===== src/hw/plc_pkg.sv =====
package plc_pkg;
   // register offsets
   localparam logic [7:0] OFF_REFCLK_PUMP  = 8'h22;
   localparam logic [7:0] OFF_PHASE_ORDER  = 8'h23;
   localparam logic [7:0] OFF_RES_TWO      = 8'h24;
   localparam logic [7:0] OFF_CAP_ONE      = 8'h25;
   localparam logic [7:0] OFF_RES_THREE    = 8'h26;
   localparam logic [7:0] OFF_CAP_THREE    = 8'h27;
   localparam logic [7:0] OFF_NVM_CONTROL  = 8'h31;
   localparam int         NUM_REGS         = 6;
   localparam logic [2:0] LAST_IDX         = 3'h5;
   // reset values
   localparam logic [7:0] RST_REFCLK_PUMP  = 8'h28;
   localparam logic [7:0] RST_PHASE_ORDER  = 8'h03;
   localparam logic [7:0] RST_RES_TWO      = 8'h28;
   localparam logic [7:0] RST_CAP_ONE      = 8'h00;
   localparam logic [7:0] RST_RES_THREE    = 8'h00;
   localparam logic [7:0] RST_CAP_THREE    = 8'h00;
   // stored bits per register, others read as zero
   localparam logic [7:0] MSK_REFCLK_PUMP  = 8'hef;
   localparam logic [7:0] MSK_PHASE_ORDER  = 8'h77;
   localparam logic [7:0] MSK_RES_TWO      = 8'hff;
   localparam logic [7:0] MSK_CAP_ONE      = 8'h07;
   localparam logic [7:0] MSK_RES_THREE    = 8'h7f;
   localparam logic [7:0] MSK_CAP_THREE    = 8'h07;
   // field positions
   localparam int         POS_DOUBLER      = 5;
   localparam int         POS_THIRD_CAP    = 2;
   localparam int         POS_LOAD_REQ     = 3;
   localparam int         POS_STORE_REQ    = 6;
   // pump current codes
   localparam logic [3:0] PUMP_1P6_MA      = 4'h4;
   localparam logic [3:0] PUMP_6P4_MA      = 4'h8;

   typedef enum logic [1:0] {
      SEQ_IDLE  = 2'b00,
      SEQ_LOAD  = 2'b01,
      SEQ_STORE = 2'b10
   } plc_seq_state_t;
endpackage


===== src/hw/plc_seq_if.sv =====
`timescale 1ns/1ns
interface plc_seq_if;
   logic       load_start;
   logic       store_start;
   logic       loading;
   logic       storing;
   logic       reg_we;
   logic [2:0] reg_idx;
   logic [2:0] rd_idx;
   logic [7:0] rd_data;
   logic       nvm_we;
   logic [7:0] nvm_wdata;

   modport bank (output load_start, output store_start, output rd_data,
                 input loading, input storing, input reg_we, input reg_idx,
                 input rd_idx, input nvm_we, input nvm_wdata);
   modport seq  (input load_start, input store_start, input rd_data,
                 output loading, output storing, output reg_we, output reg_idx,
                 output rd_idx, output nvm_we, output nvm_wdata);
endinterface


===== src/hw/plc_loop_regs.sv =====
//
// Overview of operation
// - bit 5 of control zero enables reference doubler; resets to 1.
// - pump current field bits 3:0 resets to 8; only codes 4 and 8 supported; any 4-bit code is stored as written.
// - pump phase delay bits 6:4 of control one resets to zero.
// - bit 2 of control one switches in third capacitor; resets to 0.
// - loop resistor two code is a full byte resetting to 0x28.
// - loop capacitor one code bits 2:0 resets to zero.
// - loop resistor three code bits 6:0 resets to zero; bit 7 reserved.
// - loop capacitor three code bits 2:0 resets to zero.
// - nonvolatile contents copied to registers after reset and on load request.
// - register reads are refused while a load copy runs.
// - store request copies registers to nonvolatile shadow; bit self-clears.
//
`timescale 1ns/1ns
module plc_loop_regs (
   // clock and reset
   input  wire logic       clock,
   input  wire logic       nrst,
   // register port from serial engine
   input  wire logic       wr_req,
   input  wire logic       rd_req,
   input  wire logic [7:0] reg_addr,
   input  wire logic [7:0] wr_data,
   output logic            rd_valid,
   output logic            rd_refused,
   output logic      [7:0] rd_data,
   // nonvolatile shadow array
   input  wire logic [7:0] nvm_rdata,
   output logic      [2:0] nvm_addr,
   output logic            nvm_we,
   output logic      [7:0] nvm_wdata,
   // loop settings
   output logic            doubler_enable,
   output logic      [3:0] pump_current_code,
   output logic      [2:0] pump_phase_delay,
   output logic            third_cap_enable,
   output logic      [7:0] loop_res_two_code,
   output logic      [2:0] loop_cap_one_code,
   output logic      [6:0] loop_res_three_code,
   output logic      [2:0] loop_cap_three_code
);
   localparam logic [7:0] OFFS [plc_pkg::NUM_REGS] = '{plc_pkg::OFF_REFCLK_PUMP,
      plc_pkg::OFF_PHASE_ORDER, plc_pkg::OFF_RES_TWO, plc_pkg::OFF_CAP_ONE,
      plc_pkg::OFF_RES_THREE, plc_pkg::OFF_CAP_THREE};
   localparam logic [7:0] RSTS [plc_pkg::NUM_REGS] = '{plc_pkg::RST_REFCLK_PUMP,
      plc_pkg::RST_PHASE_ORDER, plc_pkg::RST_RES_TWO, plc_pkg::RST_CAP_ONE,
      plc_pkg::RST_RES_THREE, plc_pkg::RST_CAP_THREE};
   localparam logic [7:0] MSKS [plc_pkg::NUM_REGS] = '{plc_pkg::MSK_REFCLK_PUMP,
      plc_pkg::MSK_PHASE_ORDER, plc_pkg::MSK_RES_TWO, plc_pkg::MSK_CAP_ONE,
      plc_pkg::MSK_RES_THREE, plc_pkg::MSK_CAP_THREE};

   plc_seq_if  sif ();
   logic       rst_q1;
   logic       rst_n;
   logic [7:0] regs [plc_pkg::NUM_REGS];
   logic       busy;
   logic       wr_ok;
   logic       next_rd_valid;
   logic       next_rd_refused;
   logic [7:0] next_rd_data;

   // reset release through two flops
   always_ff @(posedge clock or negedge nrst) begin
      if (!nrst) begin
         rst_q1 <= 1'b0;
         rst_n  <= 1'b0;
      end else begin
         rst_q1 <= 1'b1;
         rst_n  <= rst_q1;
      end
   end

   plc_nvm_seq u_seq (
      .clock (clock),
      .rst_n (rst_n),
      .sif   (sif)
   );

   assign busy  = sif.loading | sif.storing;
   assign wr_ok = wr_req & ~busy;
   assign sif.load_start  = wr_ok & (reg_addr == plc_pkg::OFF_NVM_CONTROL)
                            & wr_data[plc_pkg::POS_LOAD_REQ];
   assign sif.store_start = wr_ok & (reg_addr == plc_pkg::OFF_NVM_CONTROL)
                            & wr_data[plc_pkg::POS_STORE_REQ];
   assign sif.rd_data = regs[sif.rd_idx];

   // per entry: nonvolatile load wins, else host write; unstored bits stay zero
   for (genvar i = 0; i < plc_pkg::NUM_REGS; i++) begin : g_reg
      logic [7:0] next_val;
      always_comb begin
         next_val = regs[i];
         if (sif.reg_we && (sif.reg_idx == 3'(i))) begin
            next_val = nvm_rdata & MSKS[i];
         end else if (wr_ok && (reg_addr == OFFS[i])) begin
            next_val = wr_data & MSKS[i];
         end
      end
      always_ff @(posedge clock or negedge rst_n) begin
         if (!rst_n) begin
            regs[i] <= RSTS[i];
         end else begin
            regs[i] <= next_val;
         end
      end
   end

   // read answer, refused during a load copy
   always_comb begin
      next_rd_valid   = rd_req & ~sif.loading;
      next_rd_refused = rd_req & sif.loading;
      next_rd_data    = 8'h00;
      for (int j = 0; j < plc_pkg::NUM_REGS; j++) begin
         if (reg_addr == OFFS[j]) begin
            next_rd_data = regs[j];
         end
      end
      if (reg_addr == plc_pkg::OFF_NVM_CONTROL) begin
         next_rd_data[plc_pkg::POS_STORE_REQ] = sif.storing;
         next_rd_data[plc_pkg::POS_LOAD_REQ]  = sif.loading;
      end
      if (!next_rd_valid) begin
         next_rd_data = rd_data;
      end
   end

   always_ff @(posedge clock or negedge rst_n) begin
      if (!rst_n) begin
         rd_valid   <= 1'b0;
         rd_refused <= 1'b0;
         rd_data    <= 8'h00;
      end else begin
         rd_valid   <= next_rd_valid;
         rd_refused <= next_rd_refused;
         rd_data    <= next_rd_data;
      end
   end

   // settings straight from the register flops
   assign doubler_enable      = regs[0][plc_pkg::POS_DOUBLER];
   assign pump_current_code   = regs[0][3:0];
   assign pump_phase_delay    = regs[1][6:4];
   assign third_cap_enable    = regs[1][plc_pkg::POS_THIRD_CAP];
   assign loop_res_two_code   = regs[2];
   assign loop_cap_one_code   = regs[3][2:0];
   assign loop_res_three_code = regs[4][6:0];
   assign loop_cap_three_code = regs[5][2:0];
   assign nvm_addr            = sif.reg_idx;
   assign nvm_we              = sif.nvm_we;
   assign nvm_wdata           = sif.nvm_wdata;

   logic wr_idle;
   assign wr_idle = wr_req & ~busy;
endmodule


===== src/hw/plc_nvm_seq.sv =====
`timescale 1ns/1ns
module plc_nvm_seq (
   // clock and reset
   input wire logic clock,
   input wire logic rst_n,
   // bank side
   plc_seq_if.seq   sif
);
   plc_pkg::plc_seq_state_t state;
   plc_pkg::plc_seq_state_t next_state;
   logic [2:0]              addr;
   logic [2:0]              next_addr;
   logic                    next_nvm_we;
   logic [7:0]              next_nvm_wdata;

   // copy sequence walks the six entries one per cycle
   always_comb begin
      next_state = state;
      next_addr  = addr;
      case (state)
         plc_pkg::SEQ_IDLE: begin
            if (sif.load_start) begin
               next_state = plc_pkg::SEQ_LOAD;
               next_addr  = 3'h0;
            end else if (sif.store_start) begin
               next_state = plc_pkg::SEQ_STORE;
               next_addr  = 3'h0;
            end
         end
         plc_pkg::SEQ_LOAD, plc_pkg::SEQ_STORE: begin
            if (addr == plc_pkg::LAST_IDX) begin
               next_state = plc_pkg::SEQ_IDLE;
            end else begin
               next_addr = addr + 3'h1;
            end
         end
         default: begin
            next_state = plc_pkg::SEQ_IDLE;
         end
      endcase
      next_nvm_we    = (next_state == plc_pkg::SEQ_STORE);
      next_nvm_wdata = sif.rd_data;
   end

   // reset state is a load, so the bank fills itself after reset
   always_ff @(posedge clock or negedge rst_n) begin
      if (!rst_n) begin
         state         <= plc_pkg::SEQ_LOAD;
         addr          <= 3'h0;
         sif.nvm_we    <= 1'b0;
         sif.nvm_wdata <= 8'h00;
      end else begin
         state         <= next_state;
         addr          <= next_addr;
         sif.nvm_we    <= next_nvm_we;
         sif.nvm_wdata <= next_nvm_wdata;
      end
   end

   assign sif.loading = (state == plc_pkg::SEQ_LOAD);
   assign sif.storing = (state == plc_pkg::SEQ_STORE);
   assign sif.reg_we  = (state == plc_pkg::SEQ_LOAD);
   assign sif.reg_idx = addr;
   assign sif.rd_idx  = next_addr;
endmodule


===== config.mk =====
export PLATFORM = sky130hd
export DESIGN_NAME = plc_loop_regs
export DESIGN_NICKNAME = d
export VERILOG_FILES = /design/src/hw/plc_pkg.sv /design/src/hw/plc_seq_if.sv /design/src/hw/plc_loop_regs.sv /design/src/hw/plc_nvm_seq.sv
export SDC_FILE = /design/constraint.sdc
export NUM_CORES = 1
export LEC_CHECK = 0
export ABC_CLOCK_PERIOD_IN_PS = 1700
export BUFFER_PORTS_ARGS = -buffer_cell sky130_fd_sc_hd__buf_4
export CORE_UTILIZATION = 50
export DETAILED_ROUTE_END_ITERATION = 8
export GPL_TIMING_DRIVEN = 0
export PLACE_DENSITY = 0.77
export SLEW_MARGIN = 20
export SYNTH_ARGS = -nofsm -noshare
export SYNTH_HDL_FRONTEND = slang
export SYNTH_SLANG_ARGS = --single-unit

===== constraint.sdc =====
create_clock -name clock -period 1.7 [get_ports clock]
set_clock_uncertainty 0.05 [all_clocks]
set_input_delay 0.34 -clock clock [delete_from_list [all_inputs] [get_ports clock]]
set_output_delay 0.34 -clock clock [all_outputs]
set_load 0.005 [all_outputs]

# --- Word level (Yosys, flattened, before mapping) ---
# Index checks and enable logic that the tools add are counted.
# W data, S select, Z words.
word_totals:
  regBits: 74
  in_bits: 28
  out_inout_bits: 52
  word_cells: 94
op_classes:
  addsub: 1
  n_lt_le_gt_ge: 1
  n_eq_ne: 15
  mux: 31
  bitwise: 10
  n_reduce_logical: 21
op_table:
  columns: ["operator", "count"]
  rows:
  - ["$mux W8", 20]
  - ["$eq A8 B6 Y1 const B", 7]
  - ["$bmux W8 S3", 1]
  - ["$logic_and A1 B1 Y1", 12]
  - ["$reduce_bool A2 Y1", 6]
  - ["$mux W3", 3]
  - ["$and A1 B1 Y1", 6]
  - ["$eq A3 B2 Y1 const B", 2]
  - ["$eq A3 B3 Y1 const B", 2]
  - ["$mux W2", 3]
  - ["$pmux W3 S2", 1]
  - ["$eq A2 B2 Y1 const B", 2]
  - ["$ge A4 B4 Y1 const B", 1]
  - ["$not A3 Y4", 1]
  - ["$pmux W2 S2", 1]
  - ["$add A3 B1 Y3 const B", 1]
  - ["$eq A3 B1 Y1 const B", 1]
  - ["$logic_not A3 Y1", 1]
  - ["$eq A2 B1 Y1 const B", 1]
  - ["$logic_not A2 Y1", 1]
  - ["$mux W1", 2]
  - ["$not A1 Y1", 2]
  - ["$reduce_or A2 Y1", 1]
  - ["$or A1 B1 Y1", 1]

# --- Depth between registers and ports, before layout ---
depth:
  ltp_word: 13
  depth_mapped: 12

# --- By module ---
# Synthesis repeated with hierarchy kept, for this count alone.
unflattened:
  hier_cells: 374
  hier_area_um2: 3617.2
by_module_without_submodules:
  columns: ["mod", "n_inst", "cells_each", "area_each_um2"]
  rows:
  - ["plc_loop_regs", 1, 323, 2995.4]
  - ["plc_nvm_seq", 1, 51, 621.8]

# --- Worst setup path after synthesis ---
# Ideal clock, no wire load.
synth_path:
  path_kind: "reg2reg"
  start: "register u_seq.state[0]"
  end: "register u_seq.sif.nvm_wdata[6]"
  arrival_ns: 2.391
  path_slack_ns: -0.821
  stages_incl_launch_ff: 12
  synth_period_minus_slack_ns: 2.521
  cell_sequence: "dfstp_2 > inv_1 > ha_1 > buf_2 > nor2b_1 > clkbuf_1 > a41o_2 > and2_1 > buf_6 > inv_2 > or3_1 > o211ai_2"
synth_via:
  elab_chain_cells: 13
  word_cells_on_any_way: 17
synth_lines:
  columns: ["item", "line_no", "source"]
  rows:
  - ["from (decl)", "plc_nvm_seq.sv:9", "plc_pkg::plc_seq_state_t state;"]
  - ["from (signal assigned)", "plc_nvm_seq.sv:48", "state <= plc_pkg::SEQ_LOAD;"]
  - ["from (signal assigned)", "plc_nvm_seq.sv:53", "state <= next_state;"]
  - ["$eq A2 B1 Y1 or $eq A2 B2 Y1 (tied branches)", "plc_nvm_seq.sv:20, plc_nvm_seq.sv:60, plc_nvm_seq.sv:61", null]
  - ["$or A1 B1 Y1", "plc_loop_regs.sv:80", "assign busy = sif.loading | sif.storing;"]
  - ["$not A1 Y1", null, null]
  - ["$and A1 B1 Y1", null, null]
  - ["$and A1 B1 Y1", "plc_loop_regs.sv:82, plc_loop_regs.sv:84", null]
  - ["$and A1 B1 Y1", "plc_loop_regs.sv:85", "& wr_data[plc_pkg::POS_STORE_REQ];"]
  - ["$mux W3", "plc_nvm_seq.sv:25", "end else if (sif.store_start) begin"]
  - ["$mux W3", "plc_nvm_seq.sv:22", "if (sif.load_start) begin"]
  - ["$pmux W3 S2 (*)", "plc_nvm_seq.sv:20", "case (state)"]
  - ["$not A3 Y4 (not written as such) (*)", "plc_loop_regs.sv:86", "assign sif.rd_data = regs[sif.rd_idx];"]
  - ["$bmux W8 S3 (*)", "plc_loop_regs.sv:86", null]
  - ["$mux W8 (not written as such) (*) (2 in a row)", "plc_loop_regs.sv:86", null]
  - ["named net sif.rd_data[6]", "plc_seq_if.sv:10", "logic [7:0] rd_data;"]
  - ["to (signal assigned)", "plc_nvm_seq.sv:56", "sif.nvm_wdata <= next_nvm_wdata;"]
  - ["to (decl)", "plc_seq_if.sv:19", "output rd_idx, output nvm_we, output nvm_wdata);"]
# The timed path passes the listed nets; every way through them passes the cells marked *. The select of a mux whose other input is x is not followed.
# A chain may end at the register's enable or synchronous reset.

# --- Final worst setup path ---
layout_path:
  start: "register u_seq.state[0]"
  end: "register u_seq.sif.nvm_wdata[2]"
layout_via:
  elab_chain_cells: 13
  word_cells_on_any_way: 17
layout_lines:
  columns: ["item", "line_no", "source"]
  rows:
  - ["$eq A2 B1 Y1 or $eq A2 B2 Y1 (tied branches)", "plc_nvm_seq.sv:20, plc_nvm_seq.sv:60, plc_nvm_seq.sv:61", null]
  - ["$or A1 B1 Y1", "plc_loop_regs.sv:80", null]
  - ["$not A1 Y1", null, null]
  - ["$and A1 B1 Y1", null, null]
  - ["$and A1 B1 Y1", "plc_loop_regs.sv:82, plc_loop_regs.sv:84", null]
  - ["$and A1 B1 Y1", "plc_loop_regs.sv:85", null]
  - ["$mux W3", "plc_nvm_seq.sv:25", null]
  - ["$mux W3", "plc_nvm_seq.sv:22", null]
  - ["$pmux W3 S2 (*)", "plc_nvm_seq.sv:20", null]
  - ["named net sif.rd_idx[2]", "plc_seq_if.sv:9", "logic [2:0] rd_idx;"]
  - ["$not A3 Y4 (not written as such) (*)", "plc_loop_regs.sv:86", null]
  - ["$bmux W8 S3 (*)", "plc_loop_regs.sv:86", null]
  - ["$mux W8 (not written as such) (*) (2 in a row)", "plc_loop_regs.sv:86", null]
  - ["named net sif.rd_data[2]", "plc_seq_if.sv:10", null]
# Marks and branches as above.

==> metrics <==
status finished, violations left; failing checks setup timing; yosys warns 0; Row Count 30; I/O pin count 80; die area 7680 sq um; Hold Path Class in2reg; Detail Placement HPWL about 7300 microns; global-route wire length before repair about 19,000 microns; clock transition at the registers of the reported paths 70 ps; Placeable Area just under 7000 sq um; Hold Crit Start rd_req; Root Buffer clkbuf_8; CTS buffer count 9; drt pass-1 iters 5; largest net degree at the start of global routing roughly 60; worst slew pin tran roughly 770 ps; Mapped Area about 3700 sq um; Netlist cell types 58; Hold Path End rd_refused; drt total wl about 13,000 microns; clk_lat worst skew ~350 ps; Worst R2R Setup Slack -600 ps; Synth Area per Inst between 9 and 10 sq um; PortBufs 79; fin crit period 2300 ps; ys flop type dfrtp_1; vias in the first global route 3,498; endpoints failing setup 49; Initial Utilization between 50% and 60%; final-report max-slew violation count 0; Setup crit end kind flip-flop; Static Leak between 2 and 3 nW; initial antenna violation count 0; Seq cells post-synth 60; crit path DAT between 2000 and 2500 ps; die span in x roughly 88 microns; worst-path fanout max 6; Relative slew margins 48.4%; CTS tree yes; cells after synthesis between 300 and 400; Post-synth EDFFs 0; post-route setup slack -604 ps; final std cells w/o fill around 600; reg2reg path depth 10; max frequency 434 MHz; syn nets roughly 410; Tot Pwr ~7.3 mW; required time of the critical path around 1900 ps; H-Tree Depth 3; period utilization 136%; CTS Buffer Depth 2; max_cap viols 0; Startpoint Class flip-flop; layout cells sized above 1 between 50% and 60%; Cells after DPL approximately 550; RSZ-0062 raised after global routing true; Synth async-reset ratio 100%; Setup Crit Path Kind reg2reg; Multi-input gate area roughly 2200 sq um; Finished Core Util ~80%; Final #Nets about 550; Antenna Nets Post-Route 0; via/cell ratio just over 6; final hold vios 0; RD Place Congestion roughly 0.91; Diodes inserted 0; FF+latch area 1520 sq um; hold path cells 2; capturing point of the worst reg2reg path u_seq.sif.nvm_wdata[2]; worst vdd ir ~0.83 mV; DR WL/cell around 22 microns; Num Clock Sinks 60; Die Span Y about 88 microns; Cell Pwr Density ~1300 nW/um^2; sequential share of the synthesized area 41.2%; GRT Overall Usage 32.9%; Layout fillers approximately 400; Residual DRC 0; Layout area overhead 51.5%; DRT iter0 DRCs between 300 and 400; GRT Residual Overflow 0; reg2reg start u_seq.state[0]; via count approximately 3,800
==> synth_stat cells (all sizes together), types with 5 or more instances <==
cell | count | area, sq um
a21boi | 5 | 37.5
a21oi | 13 | 65.1
and3 | 6 | 43.8
buf | 35 | 263
clkbuf | 8 | 30.0
dfrtp | 53 | 1330
dfstp | 7 | 184
ha | 9 | 113
inv | 11 | 41.3
mux2i | 45 | 450
nand2 | 51 | 191
nand2b | 5 | 31.3
nand4 | 7 | 43.8
nor2 | 10 | 47.6
o211ai | 6 | 50.1
o21ai | 41 | 205
o22ai | 7 | 43.8
==> flip-flops by register name, indices dropped and copies added, names as in the netlist, 2 cells and up <==
register and cells:
loop_res_three_code 7, loop_cap_three_code 3, u_seq.sif.reg_idx 3, regs 4
u_seq.sif.nvm_wdata 8, rd_data 8, u_seq.state 2, pump_phase_delay 3
loop_res_two_code 8, loop_cap_one_code 3, pump_current_code 4
==> worst max path at each step <==
| stage | start | endpoint | slack [ps] | depth (start not counted) |
|---|---|---|---|---|
| after global routing | u_seq.state[0] | u_seq.sif.nvm_wdata[1] | -710 | 8 |
| final | u_seq.state[0] | u_seq.sif.nvm_wdata[2] | -600 | 10 |
| after CTS | u_seq.state[0] | u_seq.sif.nvm_wdata[7] | -600 | 9 |
| after floorplan | u_seq.state[0] | u_seq.sif.nvm_wdata[6] | -630 | 10 |
| after global placement | u_seq.state[0] | u_seq.sif.nvm_wdata[0] | -950 | 10 |
| after detailed placement | u_seq.state[0] | u_seq.sif.nvm_wdata[0] | -960 | 9 |
==> power breakdown <==
group	switching, mW	internal, mW
Sequential	0.466	1.84
Combinational	1.69	1.99
Clock	0.584	0.752
==> layout make-up <==
type,instances,area share (%)
clock buffer,12,2.79
buffer,41,6.28
clock inverter,4,0.855
multi-input combinational,260,39.9
sequential,60,27.3
inverter,11,0.878
timing repair buffer,131,19.9
tap,96,2.16
==> metal layers <==
metal  up-vias  global-route usage (%)  share of wire (%)
met5         -                       0                  0
met4         0                    21.5                5.6
met2       282                    51.1                 48
met3        75                    6.41                8.6
met1      1836                    42.1                 38
li1       1604                       -                  -
==> per-stage QoR <==
| stage | setup slack (ps) | instance area (sq um) | TNS [ps] | hold slack (ps) |
|---|---|---|---|---|
| global route | -713 | 5560 | -20900 | 188 |
| CTS | -603 | 5260 | -12820 | 167 |
| finish | -604 | 5560 | -18370 | 177 |
| floorplan | -634 | 3840 | -10280 | -5.59 |
| global placement | -949 | 4550 | -26360 | 72.0 |
| detailed placement | -965 | 4560 | -28050 | 72.6 |
==> cell families (layout without fill, tap and decap cells) <==
family / after synthesis / after routing / synth area share, %
fa+ha+maj: 9 / 9 / 3.07
simple gates: 108 / 108 / 16.1
flops: 60 / 60 / 41.2
mux: 49 / 49 / 13.5
compound gates: 93 / 93 / 17.0
other cells: 1 / 1 / 0.102
buf+inv: 54 / 199 / 9.11
==> cells in the final DEF, fill, tap and decap left out, types with 3 or more instances in the layout <==
cell type / count
o22ai_1: 6
ha_1: 4
buf_4: 133
a21oi_1: 12
mux2i_2: 3
o21ai_0: 7
buf_8: 7
and3_2: 4
nand2_2: 10
nand4_1: 7
o211ai_1: 5
dfrtp_1: 51
mux2_2: 4
a21boi_0: 3
nor2_1: 7
inv_1: 7
o21ai_1: 24
ha_4: 4
clkbuf_8: 12
buf_6: 23
mux2i_1: 42
nand2_4: 4
o21ai_2: 10
nand2_1: 35
dfstp_2: 7
==> timing repair <==
item                                   in CTS  in global routing
hold buffers                                1                  0
setup endpoints to repair                  57                 57
setup buffers                              40                  8
endpoints found under the hold margin       2                  0
pin swaps                                  18                 21
resized for setup                          36                 76
cloned                                      2                  1
==> critical path, stage by stage (launching register included) <==
cell	delay [ps]
dfstp_2	550
inv_2	50
ha_4	240
buf_4	140
a21oi_1	200
o2bb2ai_2	180
nor2_4	200
inv_4	80
buf_12	130
o211ai_1	150
o221ai_1	180
(Power assumes the default switching activity.)
